## config.mk

```make
export PLATFORM = sky130hd
export DESIGN_NAME = mii_port_with_mgmt
export DESIGN_NICKNAME = d
export VERILOG_FILES = /design/src/logic/mii_port_with_mgmt.v
export VERILOG_INCLUDE_DIRS = /design/src /design/src/logic
export SDC_FILE = /design/constraint.sdc
export NUM_CORES = 1
export LEC_CHECK = 0
export CORE_MARGIN = 2
export CORE_UTILIZATION = 30
export DETAILED_ROUTE_END_ITERATION = 10
export DONT_BUFFER_PORTS = 1
export GPL_TIMING_DRIVEN = 0
export PLACE_DENSITY_LB_ADDON = 0.12
export REMOVE_ABC_BUFFERS = 1
export SYNTH_ARGS = -nofsm -noshare
export SYNTH_HDL_FRONTEND = slang
export SYNTH_SLANG_ARGS = --single-unit
```

## constraint.sdc

```tcl
create_clock -name SYS_CLK -period 2.75 [get_ports SYS_CLK]
set_input_delay 0.1375 -clock SYS_CLK [delete_from_list [all_inputs] [get_ports SYS_CLK]]
set_output_delay 0.1375 -clock SYS_CLK [all_outputs]
set_load 0.1 [all_outputs]
```

## src/logic/mii_port_regs.vh

```
// Purpose: Constants for the media-independent port with management pins
// Assumes: System clock 50 MHz
// Notes: Management frame field positions and timing counts
`ifndef MII_PORT_REGS_VH
`define MII_PORT_REGS_VH

`define SYS_CLK_HZ 50000000
`define MDC_HZ 2500000
`define MDC_HALF_CYCLES (`SYS_CLK_HZ / (2 * `MDC_HZ))
`define MGMT_PREAMBLE_BITS 32
`define MGMT_FRAME_BITS 32
`define MGMT_START 2'b01
`define MGMT_OP_WRITE 2'b01
`define MGMT_OP_READ 2'b10
`define MGMT_TA_WRITE 2'b10
`define MGMT_TA_BIT 17
`define PREAMBLE_NIBBLE 4'h5
`define SFD_NIBBLE 4'hd
`define PREAMBLE_NIBBLES 15

`endif

```

## src/logic/mii_port_with_mgmt.v

```verilog
// Purpose: One media-independent port and the shared management pins
// Assumes: Transceiver clocks and pins are sampled on SYS_CLK
// Notes: Preamble and start nibbles are inserted ahead of each frame
//
// Function
// - Transmit nibbles change in step with the transmit clock.
// - Frame enable rises with the first preamble nibble and stays until the last nibble.
// - Receive nibbles are sampled in step with the receive clock.
// - Received nibbles count as frame content only while receive-valid is high.
// - Carrier sense is synchronized before use since it rises at any time.
// - One management data line carries write data to both transceivers.
// - Management data launches and samples on the management clock.
// - The management clock pin is an input after reset until software makes it drive.
`timescale 1ns/1ps
`include "mii_port_regs.vh"

module mii_port_with_mgmt (
  input wire SYS_CLK, // System clock
  input wire RESET, // Synchronous reset, active high
  input wire CLK_EN, // Freezes all state when low
  input wire PHY_TX_CLOCK_IN, // Transmit clock from transceiver
  output reg [3:0] TX_NIBBLE_OUT, // Transmit nibble
  output reg TX_FRAME_ENABLE, // Transmit frame enable
  input wire PHY_RX_CLOCK_IN, // Receive clock from transceiver
  input wire [3:0] RX_NIBBLE_IN, // Receive nibble
  input wire RX_VALID_IN, // Receive valid
  input wire COLLISION_IN, // Collision from transceiver
  input wire CARRIER_SENSE_IN, // Carrier sense from transceiver
  input wire [3:0] TX_DATA, // Frame nibble from user
  input wire TX_VALID, // Frame nibble valid
  input wire TX_LAST, // Last nibble of frame
  output wire TX_READY, // Nibble taken this cycle
  output reg [3:0] RX_DATA, // Received frame nibble
  output reg RX_STROBE, // One-cycle strobe for RX_DATA
  output reg RX_END, // Pulse when receive-valid falls
  output reg COLLISION, // Synchronized collision
  output reg CARRIER, // Synchronized carrier sense
  input wire MGMT_CLOCK_DRIVE, // Drive management clock pin
  input wire MGMT_START, // Start management transfer
  input wire MGMT_READ, // Read when high, write when low
  input wire [4:0] MGMT_PHY_ADDR, // Transceiver address
  input wire [4:0] MGMT_REG_ADDR, // Register address
  input wire [15:0] MGMT_WDATA, // Write data
  output reg [15:0] MGMT_RDATA, // Read data
  output wire MGMT_BUSY, // Transfer in progress
  output reg MGMT_DONE, // Pulse at end of transfer
  input wire MGMT_CLOCK_LINE_I, // Management clock pin level
  output reg MGMT_CLOCK_LINE_O, // Management clock drive value
  output reg MGMT_CLOCK_LINE_OE, // Management clock drive enable
  input wire MGMT_DATA_LINE_I, // Management data pin level
  output reg MGMT_DATA_LINE_O, // Management data drive value
  output reg MGMT_DATA_LINE_OE // Management data drive enable
);

  localparam TX_IDLE = 2'd0;
  localparam TX_PRE = 2'd1;
  localparam TX_SFD = 2'd2;
  localparam TX_DATA_ST = 2'd3;
  localparam integer MDC_HALF_COUNT = `MDC_HALF_CYCLES;
  localparam [7:0] MDC_HALF = MDC_HALF_COUNT[7:0];

  // ****************************************
  // Input synchronizers
  // ****************************************
  reg [1:0] txc_s, rxc_s, col_s, crs_s, dv_s, mdi_s, mdc_s;
  reg [3:0] rxd_s1, rxd_s2;
  reg txc_d, rxc_d, mdc_d;
  always @(posedge SYS_CLK) begin
    if (RESET) begin
      txc_s <= 2'b00;
      rxc_s <= 2'b00;
      col_s <= 2'b00;
      crs_s <= 2'b00;
      dv_s <= 2'b00;
      mdi_s <= 2'b11;
      mdc_s <= 2'b00;
      rxd_s1 <= 4'h0;
      rxd_s2 <= 4'h0;
      txc_d <= 1'b0;
      rxc_d <= 1'b0;
      mdc_d <= 1'b0;
    end else if (CLK_EN) begin
      txc_s <= {txc_s[0], PHY_TX_CLOCK_IN};
      rxc_s <= {rxc_s[0], PHY_RX_CLOCK_IN};
      col_s <= {col_s[0], COLLISION_IN};
      crs_s <= {crs_s[0], CARRIER_SENSE_IN};
      dv_s <= {dv_s[0], RX_VALID_IN};
      mdi_s <= {mdi_s[0], MGMT_DATA_LINE_I};
      mdc_s <= {mdc_s[0], MGMT_CLOCK_LINE_I};
      rxd_s1 <= RX_NIBBLE_IN;
      rxd_s2 <= rxd_s1;
      txc_d <= txc_s[1];
      rxc_d <= rxc_s[1];
      mdc_d <= mdc_s[1];
    end
  end

  wire tx_edge = txc_s[1] & ~txc_d;
  wire rx_edge = rxc_s[1] & ~rxc_d;

  // ****************************************
  // Transmit path
  // ****************************************
  reg [1:0] tx_state;
  reg [3:0] pre_cnt;
  assign TX_READY = CLK_EN & tx_edge & (tx_state == TX_DATA_ST) & TX_VALID;
  always @(posedge SYS_CLK) begin
    if (RESET) begin
      tx_state <= TX_IDLE;
      pre_cnt <= 4'h0;
      TX_NIBBLE_OUT <= 4'h0;
      TX_FRAME_ENABLE <= 1'b0;
      COLLISION <= 1'b0;
      CARRIER <= 1'b0;
    end else if (CLK_EN) begin
      COLLISION <= col_s[1];
      CARRIER <= crs_s[1];
      if (tx_edge) begin
        case (tx_state)
          TX_IDLE: begin
            if (TX_VALID) begin
              tx_state <= TX_PRE;
              pre_cnt <= 4'h1;
              TX_NIBBLE_OUT <= `PREAMBLE_NIBBLE;
              TX_FRAME_ENABLE <= 1'b1;
            end else begin
              TX_NIBBLE_OUT <= 4'h0;
              TX_FRAME_ENABLE <= 1'b0;
            end
          end
          TX_PRE: begin
            TX_NIBBLE_OUT <= `PREAMBLE_NIBBLE;
            pre_cnt <= pre_cnt + 4'h1;
            if (pre_cnt == (`PREAMBLE_NIBBLES - 1))
              tx_state <= TX_SFD;
          end
          TX_SFD: begin
            TX_NIBBLE_OUT <= `SFD_NIBBLE;
            tx_state <= TX_DATA_ST;
          end
          TX_DATA_ST: begin
            if (TX_VALID) begin
              TX_NIBBLE_OUT <= TX_DATA;
              if (TX_LAST)
                tx_state <= TX_IDLE;
            end else begin
              TX_NIBBLE_OUT <= 4'h0;
              TX_FRAME_ENABLE <= 1'b0;
              tx_state <= TX_IDLE;
            end
          end
          default: tx_state <= TX_IDLE;
        endcase
      end
    end
  end

  // ****************************************
  // Receive path
  // ****************************************
  reg dv_d;
  always @(posedge SYS_CLK) begin
    if (RESET) begin
      RX_DATA <= 4'h0;
      RX_STROBE <= 1'b0;
      RX_END <= 1'b0;
      dv_d <= 1'b0;
    end else if (CLK_EN) begin
      RX_STROBE <= 1'b0;
      RX_END <= 1'b0;
      if (rx_edge) begin
        dv_d <= dv_s[1];
        RX_END <= dv_d & ~dv_s[1];
        if (dv_s[1]) begin
          RX_DATA <= rxd_s2;
          RX_STROBE <= 1'b1;
        end
      end
    end
  end

  // ****************************************
  // Management interface
  // ****************************************
  reg [7:0] div_cnt;
  reg mdc_int;
  reg [6:0] bit_cnt;
  reg [31:0] shift;
  reg active, is_read;
  wire own_clk = MGMT_CLOCK_LINE_OE;
  wire mdc_rise = own_clk ? (mdc_int == 1'b0 && div_cnt == MDC_HALF - 8'd1)
                          : (mdc_s[1] & ~mdc_d);
  wire mdc_fall = own_clk ? (mdc_int == 1'b1 && div_cnt == MDC_HALF - 8'd1)
                          : (~mdc_s[1] & mdc_d);
  assign MGMT_BUSY = active;
  always @(posedge SYS_CLK) begin
    if (RESET) begin
      div_cnt <= 8'h00;
      mdc_int <= 1'b0;
      bit_cnt <= 7'd0;
      shift <= 32'h0;
      active <= 1'b0;
      is_read <= 1'b0;
      MGMT_RDATA <= 16'h0000;
      MGMT_DONE <= 1'b0;
      MGMT_CLOCK_LINE_OE <= 1'b0;
      MGMT_CLOCK_LINE_O <= 1'b0;
      MGMT_DATA_LINE_O <= 1'b1;
      MGMT_DATA_LINE_OE <= 1'b0;
    end else if (CLK_EN) begin
      MGMT_DONE <= 1'b0;
      MGMT_CLOCK_LINE_OE <= MGMT_CLOCK_DRIVE;
      if (div_cnt == MDC_HALF - 8'd1) begin
        div_cnt <= 8'h00;
        mdc_int <= ~mdc_int;
        // Pin moves with the toggle so data changes at the fall
        MGMT_CLOCK_LINE_O <= ~mdc_int;
      end else begin
        div_cnt <= div_cnt + 8'd1;
      end
      if (!active) begin
        if (MGMT_START) begin
          active <= 1'b1;
          is_read <= MGMT_READ;
          bit_cnt <= 7'd0;
          shift <= {`MGMT_START, MGMT_READ ? `MGMT_OP_READ : `MGMT_OP_WRITE,
                    MGMT_PHY_ADDR, MGMT_REG_ADDR, `MGMT_TA_WRITE, MGMT_WDATA};
        end
      end else if (mdc_fall) begin
        if (bit_cnt == (`MGMT_PREAMBLE_BITS + `MGMT_FRAME_BITS)) begin
          active <= 1'b0;
          MGMT_DONE <= 1'b1;
          MGMT_DATA_LINE_OE <= 1'b0;
          MGMT_DATA_LINE_O <= 1'b1;
        end else begin
          bit_cnt <= bit_cnt + 7'd1;
          if (bit_cnt < `MGMT_PREAMBLE_BITS) begin
            MGMT_DATA_LINE_O <= 1'b1;
            MGMT_DATA_LINE_OE <= 1'b1;
          end else begin
            MGMT_DATA_LINE_O <= shift[31];
            shift <= {shift[30:0], 1'b0};
            MGMT_DATA_LINE_OE <= ~(is_read &&
              bit_cnt >= (`MGMT_PREAMBLE_BITS + 32 - `MGMT_TA_BIT - 1));
          end
        end
      end else if (mdc_rise && is_read && !MGMT_DATA_LINE_OE &&
                   bit_cnt > (`MGMT_PREAMBLE_BITS + 32 - 16)) begin
        MGMT_RDATA <= {MGMT_RDATA[14:0], mdi_s[1]};
      end
    end
  end

endmodule // mii_port_with_mgmt

```

==> out/results.txt, run 1 <==
status = finished clean
Worst Clk Skew = 0.008125 ns
CTS tree = yes
HPWL Detailed = 7.635 mm
Mapped Area = 0.005233 mm2
Root Driver = clkbuf_16
Synth Area in Adders = 0.02391
initial antenna violation count = 0
post-synthesis sequential area ratio = 0.4400
Critical Path AT = 2.89 ns
most common cell after layout, fill and taps aside = dfxtp_1
largest net degree at the start of global routing = 76
library cells used by synthesis = 61
CTS sink count = 115
DRC viols = 0
Worst-Skew Late Latency = 0.40 ns
max_slew headroom = 0.2951
Period minus WS final = 2.627 ns
Critical R2R Launch = div_cnt[0]$_SDFFE_PP0P_
Max VDD drop = 402.6 uV
WL final = 12.50 mm
CP required = 3.01 ns
core area = 0.01718 mm2
starting density of the core = 0.3046
most frequent cells in the layout = dfxtp_1, nor2_1, mux2i_1
Hold WC Path Type = primary input to register
CTS Buf Count = 17
reg2reg path depth = 7
RePlAce Congestion = 0.7895
total gr overflow = 0
period utilization = 0.9552
R2R Path End = shift[22]$_SDFFE_PP0P_
postcts setup bufs = 0
gr usage total = 0.1386
Placed Area = 0.005413 mm2
clock buffer depth = 2
Post-synth EDFFs = 0
vias per inst = 4.960
fmax = 380.7 MHz
Power Density = 677.7 mW/mm2
Hold EP = div_cnt[0]$_SDFFE_PP0P_
Synth Register Bits = 115
type of the worst setup path = register to register
min-delay src = RESET
ANT nets after route = 0
Synth Area in Simple Gates = 0.1714
DR iter-0 viols = 220
Slew Viols, Final = 0
Post-Syn Instances = 535
die area = 0.01851 mm2
via count = 3958
Hold Worst Slack = 0.01513 ns
Final #Nets = 621
synthesis warning total = 0
Crit Path Max Fanout = 13
hold path cells = 2
FILL cells = 1736
Sequential cell area = 0.002306 mm2
post-synthesis mux area share = 0.1581
total number of H-tree levels = 4
Final setup viols = 0
# rows = 48
reg2reg setup slack = 0.12 ns
layout cell share with drive strength beyond 1 = 0.1344
DIE WIDTH = 136.1 um
I/O pins = 85
Synth Flop Type = dfxtp_1
# port buffers = 0
Final Cell Area = 0.006497 mm2
Die Span Y = 136.1 um
Synth Area in Compound Gates = 0.1411
area grow syn2layout = 24.18%
routed wire length per instance = 15.66 um
Hold Fails Final Rpt = 0
Max Cap Viol = 0
CP startpoint kind = register
antenna cells = 0
leakage = 2.397 nW
number of global-route vias before repair = 3879
RSZ-0062 raised after global routing = false
Post-Synth XOR/XNOR Area = 0.01674
DRT Pass-1 Iters = 4
clk slew on worst S/H paths = 0.06 ns
syn avg cell area = 9.780 um2
Crit. End Element = register
slew of the pin with the lowest slew margin = 1.056 ns
area of the multi-input gates = 0.002704 mm2
first-pass GRT wire length = 19.82 mm
Async SR Flop Fraction = 0
largest family of logic cells by synthesized area = simple AND/OR/NAND/NOR gates
metal layers:
| layer | track usage | wire length (um) | vias to the layer above |
|---|---|---|---|
| li1 | - | - | 1975 |
| met1 | 0.1695 | 5815 | 1908 |
| met2 | 0.2270 | 5967 | 66 |
| met3 | 0.04288 | 558 | 9 |
| met4 | 0.05498 | 157 | 0 |
| met5 | 0 | 0 | - |
synthesized netlist by cell type, types with 4 or more instances:
master	count	share of area
a21oi_1	17	0.016
a221oi_1	6	0.010
a221oi_2	20	0.057
buf_1	6	0.0043
buf_2	4	0.0038
clkbuf_1	21	0.015
dfxtp_1	115	0.44
ha_1	10	0.024
inv_1	14	0.010
mux2i_1	80	0.15
nand2_1	36	0.026
nand3_1	7	0.0067
nor2_1	93	0.067
nor3_1	6	0.0057
nor3b_1	7	0.010
o21ai_0	7	0.0067
o31ai_1	4	0.0057
or4_1	5	0.0072
xnor2_1	7	0.012
state kept, by name, indices dropped and copies added, names as in the netlist, 4 cells and up:
register	flops
shift	32
MGMT_RDATA	16
div_cnt	8
bit_cnt	7
RX_DATA	4
TX_NIBBLE_OUT	4
pre_cnt	4
rxd_s1	4
rxd_s2	4
layout make-up:
| cell class | count | area share |
|---|---|---|
| inverters | 14 | 0.008088 |
| flip-flops and latches | 115 | 0.3549 |
| repair buffers | 46 | 0.08280 |
| clock inverters | 9 | 0.02388 |
| clock buffers | 21 | 0.07086 |
| well taps | 225 | 0.04333 |
| multi-input cells | 368 | 0.4161 |
where the power goes:
group	switching, mW	total, mW	internal (mW)
combinational	0.159	0.316	0.157
sequential	0.0638	1.79	1.72
clock	0.747	2.30	1.55
worst max path at each step:
stage | startpoint | endpoint | slack, ns | cells past startpoint
final | div_cnt[0]$_SDFFE_PP0P_ | shift[22]$_SDFFE_PP0P_ | 0.12 | 7
after global routing | div_cnt[0]$_SDFFE_PP0P_ | shift[15]$_SDFFE_PP0P_ | 0.005 | 5
after CTS | MGMT_BUSY$_SDFFE_PP0P_ | shift[22]$_SDFFE_PP0P_ | 0.09 | 6
after detailed placement | MGMT_CLOCK_LINE_OE$_SDFFE_PP0P_ | shift[0]$_SDFFE_PP0P_ | -0.42 | 4
after global placement | MGMT_BUSY$_SDFFE_PP0P_ | MGMT_RDATA[1]$_SDFFE_PP0P_ | -2.51 | 4
after floorplan | MGMT_BUSY$_SDFFE_PP0P_ | MGMT_RDATA[10]$_SDFFE_PP0P_ | -1.35 | 4
cells by family (layout without fill, tap and decap cells):
family | count (synthesis) | after routing
simple gates | 186 | 187
flops | 115 | 115
mux | 82 | 82
compound gates | 79 | 79
buf+inv | 53 | 90
fa+ha+maj | 10 | 10
xor+xnor | 10 | 10
stage by stage:
step	setup slack [ns]	util	std cells	TNS (ns)	power, mW
2_1_floorplan	-1.347	-	496	-52.23	2.004
3_3_place_gp	-2.506	0.3092	721	-113.49	2.041
6_report	0.1233	0.3783	798	0	4.403
3_5_place_dp	-0.4157	0.3151	725	-10.41	2.051
5_1_grt	0.004697	0.3783	798	0	4.585
4_1_cts	0.08513	0.3778	797	0	4.463
what timing repair did:
item,in CTS,in global routing
gates cloned,0,1
resized for setup,4,0
setup endpoints to repair,29,2
endpoints found under the hold margin,82,0
hold buffers,42,0
critical path, stage by stage (launching register included):
cell and delay [ns]:
dfxtp_1 0.39, ha_1 0.19, or4b_4 0.48, or3_4 0.42, a211oi_4 0.51, buf_16 0.22, buf_8 0.17, a221oi_1 0.09
Power figures use the tool's default switching activity.
==> inputs of run 2 (changes only) <==
Settings changed: HOLD_SLACK_MARGIN from default to 0.15.
Clock period 2.75 ns to 3.1 ns, I/O delays scaled along.
==> run 2 against run 1 <==
Maximum frequency fell by 6.3%. Hold slack improved by 0.16 ns. Non-clock buffer count rose by 7. Count of clock-buffer cells in the layout did not move. Sequential share of layout area fell by 0.34 points. Largest cell class unchanged. Largest power group unchanged.
==> out/results.txt, run 2 (synthesized netlist as in run 1, its figures left out) <==
status = finished clean
# port buffers = 0 (unchanged)
# rows = 48 (unchanged)
ANT nets after route = 0 (unchanged)
Worst Clk Skew = 0.007432 ns (-0.0006925 ns)
antenna cells = 0 (unchanged)
Cell Chain, Critical Path = nand2_1 > or3_4 > a211oi_4 > buf_16 > buf_8 > a221oi_1
Final #Nets = 627 (+0.97%)
period utilization = 0.9041 (-0.05104)
Largest register FFs = 32 (unchanged)
largest net degree at the start of global routing = 81 (+6.6%)
WL final = 11.96 mm (-4.3%)
DIE WIDTH = 136.1 um (unchanged)
area grow syn2layout = 25.25%
slowest CP cell = dfxtp_1
type of the worst setup path = register to register
Hold Fails Final Rpt = 0 (unchanged)
area of the multi-input gates = 0.002693 mm2 (-0.42%)
total gr overflow = 0 (unchanged)
slew of the pin with the lowest slew margin = 1.165 ns (+0.1085 ns)
Crit Path Max Fanout = 13 (unchanged)
I/O pins = 85 (unchanged)
Fin Setup TNS = 0 ns (unchanged)
top cell family by delay on the critical path = flip-flops
top flop regs = shift: 32 flops, MGMT_RDATA: 16 flops, div_cnt: 8 flops
number of global-route vias before repair = 3892 (+0.34%)
most common cell after layout, fill and taps aside = dfxtp_1
die area = 0.01851 mm2 (unchanged)
via count = 3952 (-0.15%)
FILL cells = 1735 (-0.058%)
vias per inst = 4.915 (-0.90%)
first-pass GRT wire length = 19.54 mm (-1.4%)
min-delay src = MGMT_READ
initial antenna violation count = 0 (unchanged)
leakage = 2.424 nW (+1.1%)
postcts setup bufs = 0 (unchanged)
Max Cap Viol = 0 (unchanged)
Sequential cell area = 0.002303 mm2 (-0.11%)
Period minus WS final = 2.803 ns (+0.1761 ns)
clock buffer depth = 2 (unchanged)
Crit. End Element = register
Power Density = 597.2 mW/mm2 (-12%)
reg2reg setup slack = 0.30 ns (+0.17 ns)
DRC viols = 0 (unchanged)
CP startpoint kind = register
layout cell share with drive strength beyond 1 = 0.1295 (-0.004847)
crit-path max cell delay = 1.09 ns (+0.58 ns)
clk slew on worst S/H paths = 0.05 ns (about the same)
HPWL Detailed = 7.635 mm (unchanged)
worst setup margin = 0.2972 ns (+0.1739 ns)
CTS sink count = 115 (unchanged)
starting density of the core = 0.3046 (unchanged)
Final setup viols = 0 (unchanged)
RSZ-0062 raised after global routing = false
Hold WC Path Type = primary input to register
CP required = 3.36 ns (+0.35 ns)
most frequent cells in the layout = dfxtp_1, nor2_1, mux2i_1
RePlAce Congestion = 0.7895 (unchanged)
Worst-Skew Late Latency = 0.41 ns (about the same)
CTS tree = yes
CTS Buf Count = 17 (unchanged)
gr usage total = 0.1359 (-0.002673)
total number of H-tree levels = 4 (unchanged)
critical path startpoint = MGMT_CLOCK_LINE_OE$_SDFFE_PP0P_
max_slew headroom = 0.2225 (-0.07264)
DR iter-0 viols = 230 (+4.5%)
Max VDD drop = 358.3 uV (-11%)
DRT Pass-1 Iters = 4 (unchanged)
Critical R2R Launch = MGMT_CLOCK_LINE_OE$_SDFFE_PP0P_
Top reg by flops = shift
Tot Pwr = 3.914 mW (-11%)
Slew Viols, Final = 0 (unchanged)
core area = 0.01718 mm2 (unchanged)
worst slack, placed = -0.06571 ns (+0.3500 ns)
Root Driver = clkbuf_16
Critical Path AT = 3.06 ns (+0.17 ns)
Die Span Y = 136.1 um (unchanged)
routed wire length per instance = 14.88 um (-5.0%)
Bufs and invs on worst path = 2 (unchanged)
fmax = 356.8 MHz (-6.3%)
[run 2: final timing paths]
path / endpoint / cells past startpoint
setup / recovery: shift[22]$_SDFFE_PP0P_ / 6
hold / removal: shift[29]$_SDFFE_PP0P_ / 3
setup reg to reg: shift[22]$_SDFFE_PP0P_ / 6
hold reg to reg: dv_d$_SDFFE_PP0P_ / 2
[run 2: stage by stage]
stage / std cells / hold slack, ns / area (um2) / utilization
finish: 804 / 0.1798 / 6554 / 0.3816
global route: 804 / 0.1974 / 6554 / 0.3816
CTS: 804 / 0.1568 / 6554 / 0.3816
detailed placement: 725 / 0.2387 / 5413 / 0.3151
global placement: 721 / 0.2355 / 5311 / 0.3092
floorplan: 496 / 0.2212 / 5030 / -
[run 2: metal layers]
layer	wire, um	GRT usage	vias up
met5	0	0	-
met4	161	0.05382	0
met3	505	0.04288	10
met2	5750	0.2267	62
met1	5546	0.1624	1897
li1	-	-	1983
[run 2: final cells by class]
type,count,area share
flip-flops and latches,115,0.3515
clock inverters,9,0.02367
multi-input cells,367,0.4108
well taps,225,0.04296
inverters,14,0.008018
repair buffers,53,0.09278
clock buffers,21,0.07026
[run 2: worst register-to-register path: cells and delay by family (launching register included)]
kind	cells	cell delay [ns]
flip-flops	1	1.09
AND/OR/NAND/NOR	2	0.57
buffers and inverters	2	0.40
AO/OA/AOI/OAI	2	0.60
[run 2: what timing repair did]
item                       4_1_cts  5_1_grt
setup endpoints to repair       28        0
resized for setup                1        0
hold buffers                    49        0
hold endpoints to repair        94        0
[run 2: where the power goes]
part	leakage [nW]	switching, mW	internal, mW
Clock	0.299	0.666	1.38
Sequential	0.937	0.0564	1.53
Combinational	1.19	0.142	0.144
